[config.mk]
export PLATFORM = sky130hd
export DESIGN_NAME = pbw_top
export DESIGN_NICKNAME = d
export VERILOG_FILES = /design/src/design/pbw_pkg.sv /design/src/design/pbw_top.sv /design/src/design/pbw_watchdog.sv
export SDC_FILE = /design/constraint.sdc
export NUM_CORES = 1
export LEC_CHECK = 0
export ABC_AREA = 1
export BUFFER_PORTS_ARGS = -buffer_cell sky130_fd_sc_hd__buf_4
export CAP_MARGIN = 0
export CORE_ASPECT_RATIO = 2
export CORE_MARGIN = 2
export CORE_UTILIZATION = 50
export CTS_CLUSTER_DIAMETER = 40
export DETAILED_ROUTE_END_ITERATION = 16
export PLACE_DENSITY = 0.76
export SLEW_MARGIN = 15
export SYNTH_ARGS = -nofsm -noshare
export SYNTH_HDL_FRONTEND = slang
export SYNTH_SLANG_ARGS = --single-unit
[constraint.sdc]
create_clock -name sys_clk -period 2 [get_ports sys_clk]
set_clock_uncertainty 0.05 [all_clocks]
set_input_delay 0.4 -clock sys_clk [delete_from_list [all_inputs] [get_ports sys_clk]]
set_output_delay 0.4 -clock sys_clk [all_outputs]
set_load 0.05 [all_outputs]
[src/design/pbw_pkg.sv]
/*
  Package for the PID boost output and link watchdog block: register offsets,
  field positions, reset values, response encodings and timing constants.
  Assumes a single 10 MHz system clock and a simple strobe register port.
*/
package pbw_pkg;
    localparam int PBW_ADDR_W = 4;
    localparam int PBW_PV_W = 16;
    localparam int PBW_TMO_W = 16;
    localparam int PBW_CLK_HZ = 10000000;
    localparam int PBW_TICK_US = 1000;
    localparam int PBW_TICK_CYC = PBW_CLK_HZ / 1000000 * PBW_TICK_US;

    localparam logic [3:0] PBW_OFS_PVLO = 4'h0;
    localparam logic [3:0] PBW_OFS_PVHI = 4'h4;
    localparam logic [3:0] PBW_OFS_TMO = 4'h8;
    localparam logic [3:0] PBW_OFS_CTRL = 4'hC;
    localparam logic [3:0] PBW_OFS_STAT = 4'h1;
    localparam logic [3:0] PBW_OFS_IRQST = 4'h2;
    localparam logic [3:0] PBW_OFS_IRQMSK = 4'h3;

    localparam logic [15:0] PBW_PVLO_RST = 16'h0000;
    localparam logic [15:0] PBW_PVHI_RST = 16'h0000;
    localparam logic [15:0] PBW_TMO_RST = 16'h0000;
    localparam logic [1:0] PBW_CTRL_RST = 2'h0;

    localparam int PBW_CTRL_RESP_LSB = 0;
    localparam int PBW_STAT_RUN = 0;
    localparam int PBW_STAT_BOOST = 1;
    localparam int PBW_STAT_TMO = 2;
    localparam int PBW_STAT_TRIP = 3;
    localparam int PBW_IRQ_BOOSTON = 0;
    localparam int PBW_IRQ_BOOSTOFF = 1;
    localparam int PBW_IRQ_TMO = 2;
    localparam int PBW_IRQ_W = 3;

    typedef enum logic [1:0] {
        PBW_RESP_TRIP_DECEL = 2'h0,
        PBW_RESP_DECEL = 2'h1,
        PBW_RESP_IGNORE = 2'h2,
        PBW_RESP_COAST = 2'h3
    } pbw_resp_t;
endpackage

[src/design/pbw_top.sv]
/*
  PID second-stage boost output and link watchdog with register port.
  Assumes all inputs are synchronous to sys_clk; pv and the limits share the
  setpoint percentage scale; the frame strobe marks one valid received frame.
*/
// The implementer's own choices: the plain strobed port and the register addresses.
`timescale 1ns/1ps
`default_nettype none
// Contract
// - Forward run command high enters run; low keeps stop. The code also keeps stop while a trip is latched.
// - In run, boost sets when process value is below low limit.
// - Boost clears when process value exceeds high limit.
// - Between limits the boost holds its previous state.
// - Leaving run clears boost regardless of process value.
// - Process value and limits compare in setpoint percentage units.
// - Timeout output asserts when traffic pauses beyond the timeout period.
// - On timeout, act per error response: trip, decelerate or coast.
module pbw_top
    import pbw_pkg::*;
#(
    parameter int TICK_CYC = PBW_TICK_CYC
) (
    input wire logic sys_clk,
    input wire logic reset,
    input wire logic forward_run_command,
    input wire logic [PBW_PV_W-1:0] pvPercent,
    input wire logic frameValid,
    input wire logic tripClear,
    input wire logic [PBW_ADDR_W-1:0] regAddr,
    input wire logic [15:0] regWdata,
    input wire logic regWr,
    input wire logic regRd,
    output logic [15:0] regRdata,
    output logic pid_boost_output,
    output logic network_timeout_output,
    output logic tripE60,
    output logic decelStop,
    output logic coastStop,
    output logic irq
);
    logic [PBW_PV_W-1:0] pv_low_limit_q;
    logic [PBW_PV_W-1:0] pv_high_limit_q;
    logic [PBW_TMO_W-1:0] comm_timeout_period_q;
    pbw_resp_t comm_error_response_q;
    logic runMode_q;
    logic boost_q;
    logic trip_q;
    logic timedOut;
    logic timedOutPrev_q;
    logic tmoEvent;
    logic boostPrev_q;
    logic [PBW_IRQ_W-1:0] irqStat_q;
    logic [PBW_IRQ_W-1:0] irqMask_q;
    logic [PBW_IRQ_W-1:0] irqEvents;
    logic [15:0] rdata_q;

    function automatic logic wrHit(input logic [3:0] ofs);
        wrHit = regWr && (regAddr == ofs);
    endfunction

    pbw_watchdog #(
        .TICK_CYC(TICK_CYC)
    ) u_wd (
        .sys_clk(sys_clk),
        .reset(reset),
        .frameValid(frameValid),
        .commTimeoutPeriod(comm_timeout_period_q),
        .timedOut(timedOut)
    );

    always_ff @(posedge sys_clk) begin
        if (reset) begin
            pv_low_limit_q <= PBW_PVLO_RST;
            pv_high_limit_q <= PBW_PVHI_RST;
            comm_timeout_period_q <= PBW_TMO_RST;
            comm_error_response_q <= pbw_resp_t'(PBW_CTRL_RST);
        end else begin
            if (wrHit(PBW_OFS_PVLO)) begin
                pv_low_limit_q <= regWdata;
            end
            if (wrHit(PBW_OFS_PVHI)) begin
                pv_high_limit_q <= regWdata;
            end
            if (wrHit(PBW_OFS_TMO)) begin
                comm_timeout_period_q <= regWdata;
            end
            if (wrHit(PBW_OFS_CTRL)) begin
                comm_error_response_q <= pbw_resp_t'(regWdata[PBW_CTRL_RESP_LSB +: 2]);
            end
        end
    end

    // A trip stops the drive too, so run needs both the command and no trip.
    always_ff @(posedge sys_clk) begin
        if (reset) begin
            runMode_q <= 1'b0;
        end else begin
            runMode_q <= forward_run_command && !trip_q;
        end
    end

    // Same unsigned scale on both sides keeps the comparison in percent.
    always_ff @(posedge sys_clk) begin
        if (reset) begin
            boost_q <= 1'b0;
        end else if (!runMode_q || !forward_run_command) begin
            boost_q <= 1'b0;
        end else if (pvPercent > pv_high_limit_q) begin
            boost_q <= 1'b0;
        end else if (pvPercent < pv_low_limit_q) begin
            boost_q <= 1'b1;
        end
    end

    // Boost drives the second stage run input directly.
    assign pid_boost_output = boost_q;
    assign network_timeout_output = timedOut;

    always_ff @(posedge sys_clk) begin
        if (reset) begin
            timedOutPrev_q <= 1'b0;
            boostPrev_q <= 1'b0;
        end else begin
            timedOutPrev_q <= timedOut;
            boostPrev_q <= boost_q;
        end
    end

    assign tmoEvent = timedOut && !timedOutPrev_q;

    // The trip latches until cleared, even when traffic resumes.
    always_ff @(posedge sys_clk) begin
        if (reset) begin
            trip_q <= 1'b0;
        end else if (tmoEvent && comm_error_response_q == PBW_RESP_TRIP_DECEL) begin
            trip_q <= 1'b1;
        end else if (tripClear) begin
            trip_q <= 1'b0;
        end
    end

    always_ff @(posedge sys_clk) begin
        if (reset) begin
            tripE60 <= 1'b0;
            decelStop <= 1'b0;
            coastStop <= 1'b0;
        end else begin
            tripE60 <= trip_q;
            decelStop <= trip_q || (timedOut && comm_error_response_q == PBW_RESP_DECEL);
            coastStop <= timedOut && comm_error_response_q == PBW_RESP_COAST;
        end
    end

    assign irqEvents[PBW_IRQ_BOOSTON] = boost_q && !boostPrev_q;
    assign irqEvents[PBW_IRQ_BOOSTOFF] = !boost_q && boostPrev_q;
    assign irqEvents[PBW_IRQ_TMO] = tmoEvent;

    // Set wins over a simultaneous write-one clear so no event is lost.
    always_ff @(posedge sys_clk) begin
        if (reset) begin
            irqStat_q <= '0;
            irqMask_q <= '0;
        end else begin
            if (wrHit(PBW_OFS_IRQST)) begin
                irqStat_q <= (irqStat_q & ~regWdata[PBW_IRQ_W-1:0]) | irqEvents;
            end else begin
                irqStat_q <= irqStat_q | irqEvents;
            end
            if (wrHit(PBW_OFS_IRQMSK)) begin
                irqMask_q <= regWdata[PBW_IRQ_W-1:0];
            end
        end
    end

    assign irq = |(irqStat_q & irqMask_q);

    always_ff @(posedge sys_clk) begin
        if (reset) begin
            rdata_q <= 16'h0000;
        end else if (regRd) begin
            unique case (regAddr)
                PBW_OFS_PVLO: rdata_q <= pv_low_limit_q;
                PBW_OFS_PVHI: rdata_q <= pv_high_limit_q;
                PBW_OFS_TMO: rdata_q <= comm_timeout_period_q;
                PBW_OFS_CTRL: rdata_q <= {14'h0000, comm_error_response_q};
                PBW_OFS_STAT: rdata_q <= {12'h000, trip_q, timedOut, boost_q, runMode_q};
                PBW_OFS_IRQST: rdata_q <= {13'h0000, irqStat_q};
                PBW_OFS_IRQMSK: rdata_q <= {13'h0000, irqMask_q};
                default: rdata_q <= 16'h0000;
            endcase
        end else begin
            rdata_q <= 16'h0000;
        end
    end

    assign regRdata = rdata_q;
endmodule
`default_nettype wire

[src/design/pbw_watchdog.sv]
/*
  Communication watchdog: counts millisecond ticks since the last valid frame.
  Assumes the frame strobe is a one-cycle pulse synchronous to sys_clk.
*/
`timescale 1ns/1ps
`default_nettype none
module pbw_watchdog
    import pbw_pkg::*;
#(
    parameter int TICK_CYC = PBW_TICK_CYC
) (
    input wire logic sys_clk,
    input wire logic reset,
    input wire logic frameValid,
    input wire logic [PBW_TMO_W-1:0] commTimeoutPeriod,
    output logic timedOut
);
    logic [15:0] tickCnt_q;
    logic [PBW_TMO_W-1:0] msCnt_q;
    logic tick;

    assign tick = (tickCnt_q == 16'(TICK_CYC - 1));

    always_ff @(posedge sys_clk) begin
        if (reset || frameValid) begin
            tickCnt_q <= 16'h0000;
        end else if (tick) begin
            tickCnt_q <= 16'h0000;
        end else begin
            tickCnt_q <= tickCnt_q + 16'h0001;
        end
    end

    // A zero period disables the watchdog, so a link never used cannot time out.
    always_ff @(posedge sys_clk) begin
        if (reset || frameValid) begin
            msCnt_q <= '0;
        end else if (tick && !timedOut) begin
            msCnt_q <= msCnt_q + 1'b1;
        end
    end

    assign timedOut = (commTimeoutPeriod != '0) && (msCnt_q > commTimeoutPeriod);
endmodule
`default_nettype wire

==> results.sh, run 1 <==
export IMPL_worst_pin_slew_ps=364
export IMPL_min_period_ps=2210
export IMPL_cp_depth=7
export IMPL_vias=5579
export IMPL_cts_sinks=112
export IMPL_path_cells="inv_1 > ha_4 > nand4_1 > nor2_2 > nand2_2 > a21oi_4 > buf_6"
export IMPL_cp_slowest_cell="dfxtp_1"
export IMPL_die_width_um=79.9
export IMPL_r2r_slack_ps=70
export IMPL_rsz0062_at_grt="true"
export IMPL_track_usage_pct=24.1
export IMPL_slowest_delay_ps=310
export IMPL_crit_arrival_ps=1760
export IMPL_clock_fmax_mhz=453
export IMPL_core_area_um2=11300
export IMPL_clock_latency_ps=350
export IMPL_final_max_slew_viol_count=0
export IMPL_synth_common_cells="117 x inv_1, 112 x dfxtp_1, 105 x a21oi_1"
export IMPL_dieArea_um2=12400
export IMPL_yosysWarnings=0
export IMPL_worstSetupStartpointType="flip-flop"
export IMPL_numPortBuffers=64
export IMPL_drc=0
export IMPL_failed_checks="setup timing"
export IMPL_boundaryPins=65
export IMPL_gp_congestion=0.973
export IMPL_ys_flop_type="dfxtp_1"
export IMPL_r2r_end="u_wd.msCnt_q[8]"
export IMPL_crit_family="simple AND/OR/NAND/NOR gates"
export IMPL_timing_slew_headroom_pct=75.7
export IMPL_antennaDiodeCount=0
export IMPL_htreeDepth=3
export IMPL_antenna_found_initial=0
export IMPL_finalNetCount=975
export IMPL_postPlaceCellArea_um2=6680
export IMPL_synthArstFlopShare_pct=0
export IMPL_worstHoldStart="tripClear"
export IMPL_power_leakage_nw=3.02
export IMPL_critPathMaxFanout=2
export IMPL_syn_inst=779
export IMPL_grt_overflow_total=0
export IMPL_hold_end="trip_q"
export IMPL_critPathBufInv=2
export IMPL_syn_avg_cell_area_um2=7.39
export IMPL_stdcell_area_um2=7290
export IMPL_cp_data_required_time_ps=1550
export IMPL_synth_area_leaders="dfxtp_1 39%, ha_1 11%, a21oi_1 9.1%"
export IMPL_r2r_start="comm_timeout_period_q[5]"
export IMPL_cts_buffers=9
export IMPL_avgViaCountPerCell=5.42
export IMPL_grt_pass1_wl_um=23600
export IMPL_cts_root_buffer="clkbuf_16"
export IMPL_floorplan_rows=55
export IMPL_ir_drop_mv=0.499
export IMPL_fin_crit_sh_pct=110
export IMPL_post_place_ws_ps=-33.7
export IMPL_die_h_um=156
export IMPL_critPathKind="flip-flop to output port"
export IMPL_synth_top_area_share_pct=39.0
export IMPL_cts_tree="done"
export IMPL_syn_area_um2=5750
export IMPL_fin_util_pct=64.6
export IMPL_wl_per_cell_um=14.6
export IMPL_syn_to_final_growth_pct=26.7
export IMPL_ant_nets=0
export IMPL_synth_cell_types=33
export IMPL_status="finished, violations left"
export IMPL_powerDensity_nw_per_um2=651
export IMPL_synth_most_common_cell="inv_1"
export IMPL_drt_iter0_drc=375
export IMPL_ys_seq_area_share_pct=39.0
export IMPL_synth_edff_count=0
export IMPL_cts_buffer_depth=2
export IMPL_dp_hpwl_um=11400
export IMPL_initial_core_util_pct=51.0
export IMPL_cts_hold_buf=0
export IMPL_hold_viol_final=0
export IMPL_setup_viol=1
export IMPL_wirelength_um=15100
export IMPL_clk_pin_slew_ps=70
export IMPL_drtPass1Iterations=5
export IMPL_drv_cap=0
export IMPL_min_path_cells=2
export IMPL_grt_start_max_net_pins=55
export IMPL_synthesis_nets=871
export IMPL_cp_end_kind="output port"
export IMPL_drive_gt1_share_pct=21.4
export IMPL_yosysTopAreaCell="dfxtp_1"
export IMPL_grt_pass1_vias=5289
export IMPL_hold_class="input port to flip-flop"
export IMPL_ys_ff_latch=112
export IMPL_fin_ws_ps=-207
export IMPL_rr_worst_depth=13
[flip-flops by register name, summed over array words and instances, names as in the netlist, 2 cells and up]
name                   count
comm_timeout_period_q     16
u_wd.msCnt_q              16
pv_low_limit_q            16
comm_error_response_q      2
irqStat_q                  3
pv_high_limit_q           16
irqMask_q                  3
regRdata                  16
u_wd.tickCnt_q            16
[routing by layer]
layer	track usage, %	vias up	routed length, um
met1	24.3	2555	5430
li1	-	2811	-
met4	11.5	0	544
met2	46.7	160	8570
met5	0	-	0
met3	3.18	53	512
[layout make-up]
cell class	count	area, um^2
well taps	142	178
flip-flops and latches	112	2250
clock inverters	7	96.3
repair buffers	117	906
inverters	122	458
clock buffers	9	225
multi-input cells	521	3170
fillers	1002	4000
[worst max path at each step]
stage / from / end / slack, ps
after floorplan: comm_timeout_period_q[7] / network_timeout_output / 30
after global placement: comm_timeout_period_q[9] / network_timeout_output / -7
after detailed placement: comm_timeout_period_q[9] / network_timeout_output / -30
after CTS: comm_timeout_period_q[12] / network_timeout_output / -250
after global routing: comm_timeout_period_q[2] / network_timeout_output / -290
final: comm_timeout_period_q[13] / network_timeout_output / -210
[layout by cell type, fill, tap and decap left out, drive strengths merged, types with 2 or more instances in the layout]
cell	synthesis	routed
ha	49	49
nand2	99	99
nand3	46	46
clkinv	2	4
nor4	4	4
a21oi	105	105
nor2	62	62
clkinvlp	0	3
nor3	12	12
clkbuf	17	9
buf	7	117
or2	3	3
bufinv	0	2
inv	120	120
nand4	14	14
o21ai	79	79
xor2	10	10
o31ai	2	2
o22ai	23	23
dfxtp	112	112
xnor2	7	7
[through the flow]
stage | hold WS [ps] | instances | power [W] | setup TNS (ps)
CTS | 193 | 1024 | 0.00472 | -246
global placement | 383 | 1008 | 0.00280 | -6.82
detailed placement | 393 | 1008 | 0.00281 | -33.7
finish | 197 | 1030 | 0.00475 | -207
floorplan | 368 | 779 | 0.00260 | 0
global route | 194 | 1030 | 0.00492 | -436
[power by group]
part,switching [W],total (W),internal (W)
clock network,0.000831,0.00193,0.00110
registers,0.0000142,0.00228,0.00227
logic,0.000318,0.000539,0.000221
[logic make-up after synthesis]
logic type / Yosys count / synth area share (%)
AOI/OAI and AO/OA: 214 / 19.5
xor gates and xnor gates: 17 / 2.59
adders and majority gates: 49 / 10.7
buffers and inverters: 146 / 9.72
DFF: 112 / 39.0
and+or+nand+nor: 241 / 18.6
[worst reg2reg max path: stages (launching register included)]
cell     delay [ps]
dfxtp_1         300
inv_1           100
ha_4            220
a21oi_2         160
nor2_2           60
nor2_1           90
nand2_1          80
nand2_2          90
buf_4           110
nand2_1          70
nand2_4         160
buf_6           150
nand3_1          90
a21oi_2         150
[repair_timing]
action / in CTS / in global routing
pin swaps: 8 / 15
endpoints found under the setup margin: 1 / 17
buffers inserted: 1 / 5
cloned: 0 / 1
gates resized for setup: 17 / 36
(Power assumes the default switching activity.)
==> inputs of run 2 (changes only) <==
- CAP_MARGIN: 0 -> 15
- PLACE_DENSITY: 0.76 -> unset
- PLACE_DENSITY_LB_ADDON: unset -> 0.2
==> results.sh, run 2 (synthesis results as in run 1) <==
export IMPL_status="finished, violations left"
export IMPL_failed_checks="setup timing"
export IMPL_clk_pin_slew_ps=70
export IMPL_worst_pin_slew_ps=417
export IMPL_antenna_found_initial=0
export IMPL_setup_viol=1
export IMPL_fin_ws_ps=-213
export IMPL_numPortBuffers=64
export IMPL_drive_gt1_share_pct=22.1
export IMPL_cp_end_kind="output port"
export IMPL_hold_viol_final=0
export IMPL_cts_hold_buf=0
export IMPL_antennaDiodeCount=0
export IMPL_min_path_cells=2
export IMPL_initial_core_util_pct=51.0
export IMPL_cts_root_buffer="clkbuf_16"
export IMPL_drv_cap=0
export IMPL_grtUsageMet2_pct=50.5
export IMPL_critPathKind="flip-flop to output port"
export IMPL_min_period_ps=2210
export IMPL_final_common_cell="buf_4"
export IMPL_rr_worst_depth=12
export IMPL_track_usage_pct=25.0
export IMPL_top_usage_layer="met2"
export IMPL_path_cells="inv_2 > ha_4 > nand4_1 > nor2_2 > nand2_2 > a21oi_4 > buf_8"
export IMPL_core_area_um2=11300
export IMPL_ant_nets=0
export IMPL_grt_start_max_net_pins=38
export IMPL_drc=0
export IMPL_finalNetCount=971
export IMPL_cts_tree="done"
export IMPL_cts_buffers=9
export IMPL_powerDensity_nw_per_um2=637
export IMPL_fillers=1026
export IMPL_die_h_um=156
export IMPL_most_common_layout_cells="109 x buf_4, 106 x inv_1, 98 x dfxtp_1"
export IMPL_syn_to_final_growth_pct=26.5
export IMPL_grt_pass1_wl_um=24700
export IMPL_final_max_slew_viol_count=0
export IMPL_cp_slowest_cell="dfxtp_2"
export IMPL_grtUsageMet3_pct=3.82
export IMPL_rsz0062_at_grt="true"
export IMPL_worstHoldStart="tripClear"
export IMPL_gp_congestion=0.919
export IMPL_cts_buffer_depth=2
export IMPL_clock_fmax_mhz=452
export IMPL_r2r_start="comm_timeout_period_q[10]"
export IMPL_floorplan_rows=55
export IMPL_hold_end="trip_q"
export IMPL_critical_path_startpoint="comm_timeout_period_q[10]"
export IMPL_grt_pass1_vias=5520
export IMPL_hold_class="input port to flip-flop"
export IMPL_drt_iter0_drc=257
export IMPL_worstSetupStartpointType="flip-flop"
export IMPL_grt_overflow_total=0
export IMPL_vias=5585
export IMPL_drtPass1Iterations=5
export IMPL_grt_use_met1_pct=24.6
export IMPL_clock_latency_ps=350
export IMPL_cp_data_required_time_ps=1550
export IMPL_fin_util_pct=64.5
export IMPL_wirelength_um=15500
export IMPL_dp_hpwl_um=11900
export IMPL_ir_drop_mv=0.413
export IMPL_htreeDepth=3
export IMPL_fin_crit_sh_pct=111
export IMPL_power_w=0.00464
export IMPL_cts_sinks=112
export IMPL_boundaryPins=65
export IMPL_timing_slew_headroom_pct=72.0
export IMPL_slowest_delay_ps=330
export IMPL_wl_per_cell_um=15.1
export IMPL_die_width_um=79.9
export IMPL_avgViaCountPerCell=5.44
export IMPL_dieArea_um2=12400
export IMPL_r2r_slack_ps=80
export IMPL_critPathMaxFanout=2
export IMPL_power_leakage_nw=3.00
export IMPL_r2r_end="decelStop"
export IMPL_crit_arrival_ps=1760
## run 2: final cells by class
cell class | count | area, um^2 | share of cell area [%]
Multi-Input combinational cell | 521 | 3190 | 43.8
Sequential cell | 112 | 2260 | 31.1
Timing Repair Buffer | 113 | 893 | 12.3
Inverter | 122 | 458 | 6.29
Clock buffer | 11 | 233 | 3.20
Tap cell | 142 | 178 | 2.44
Clock inverter | 5 | 63.8 | 0.877
## run 2: where the power goes
part	total, W	internal [W]	switching, W
Combinational	0.000559	0.000231	0.000328
Sequential	0.00228	0.00226	0.0000146
Clock	0.00180	0.000985	0.000814
## run 2: what timing repair did
action	CTS	global route
gates resized for setup	25	41
setup buffers	3	5
endpoints found under the setup margin	2	19
gates cloned	0	1
pin swaps	13	27
## run 2: worst max-delay path, delay by kind of cell, from the launching register on
kind            cells  cell delay (ps)
compound gates      1              180
fa+ha+maj           1              260
buf+inv             2              220
simple gates        3              430
flops               1              330
## run 2: metal layers
metal  wire [um]  part of all wire [%]
met2        9040                    58
met5           0                     0
met3         499                   3.2
met1        5510                    36
met4         471                   3.0
## run 2: worst max-delay path by stage
stage	endpoint	slack, ps	depth (start not counted)
6_report	network_timeout_output	-210	7
3_3_place_gp	network_timeout_output	50	7
2_1_floorplan	network_timeout_output	30	8
5_1_grt	network_timeout_output	-290	9
4_1_cts	network_timeout_output	-240	7
3_5_place_dp	u_wd.msCnt_q[4]	10	13
## run 2: metrics by stage
stage	hold slack, ps	worst slack (ps)	setup TNS, ps	area (um^2)	cells
after global routing	193	-289	-509	7280	1026
after floorplan	368	30.8	0	5760	779
final	204	-213	-213	7280	1026
after global placement	376	51.9	0	6640	1002
after CTS	195	-236	-236	7070	1020
after detailed placement	388	10.6	0	6640	1002
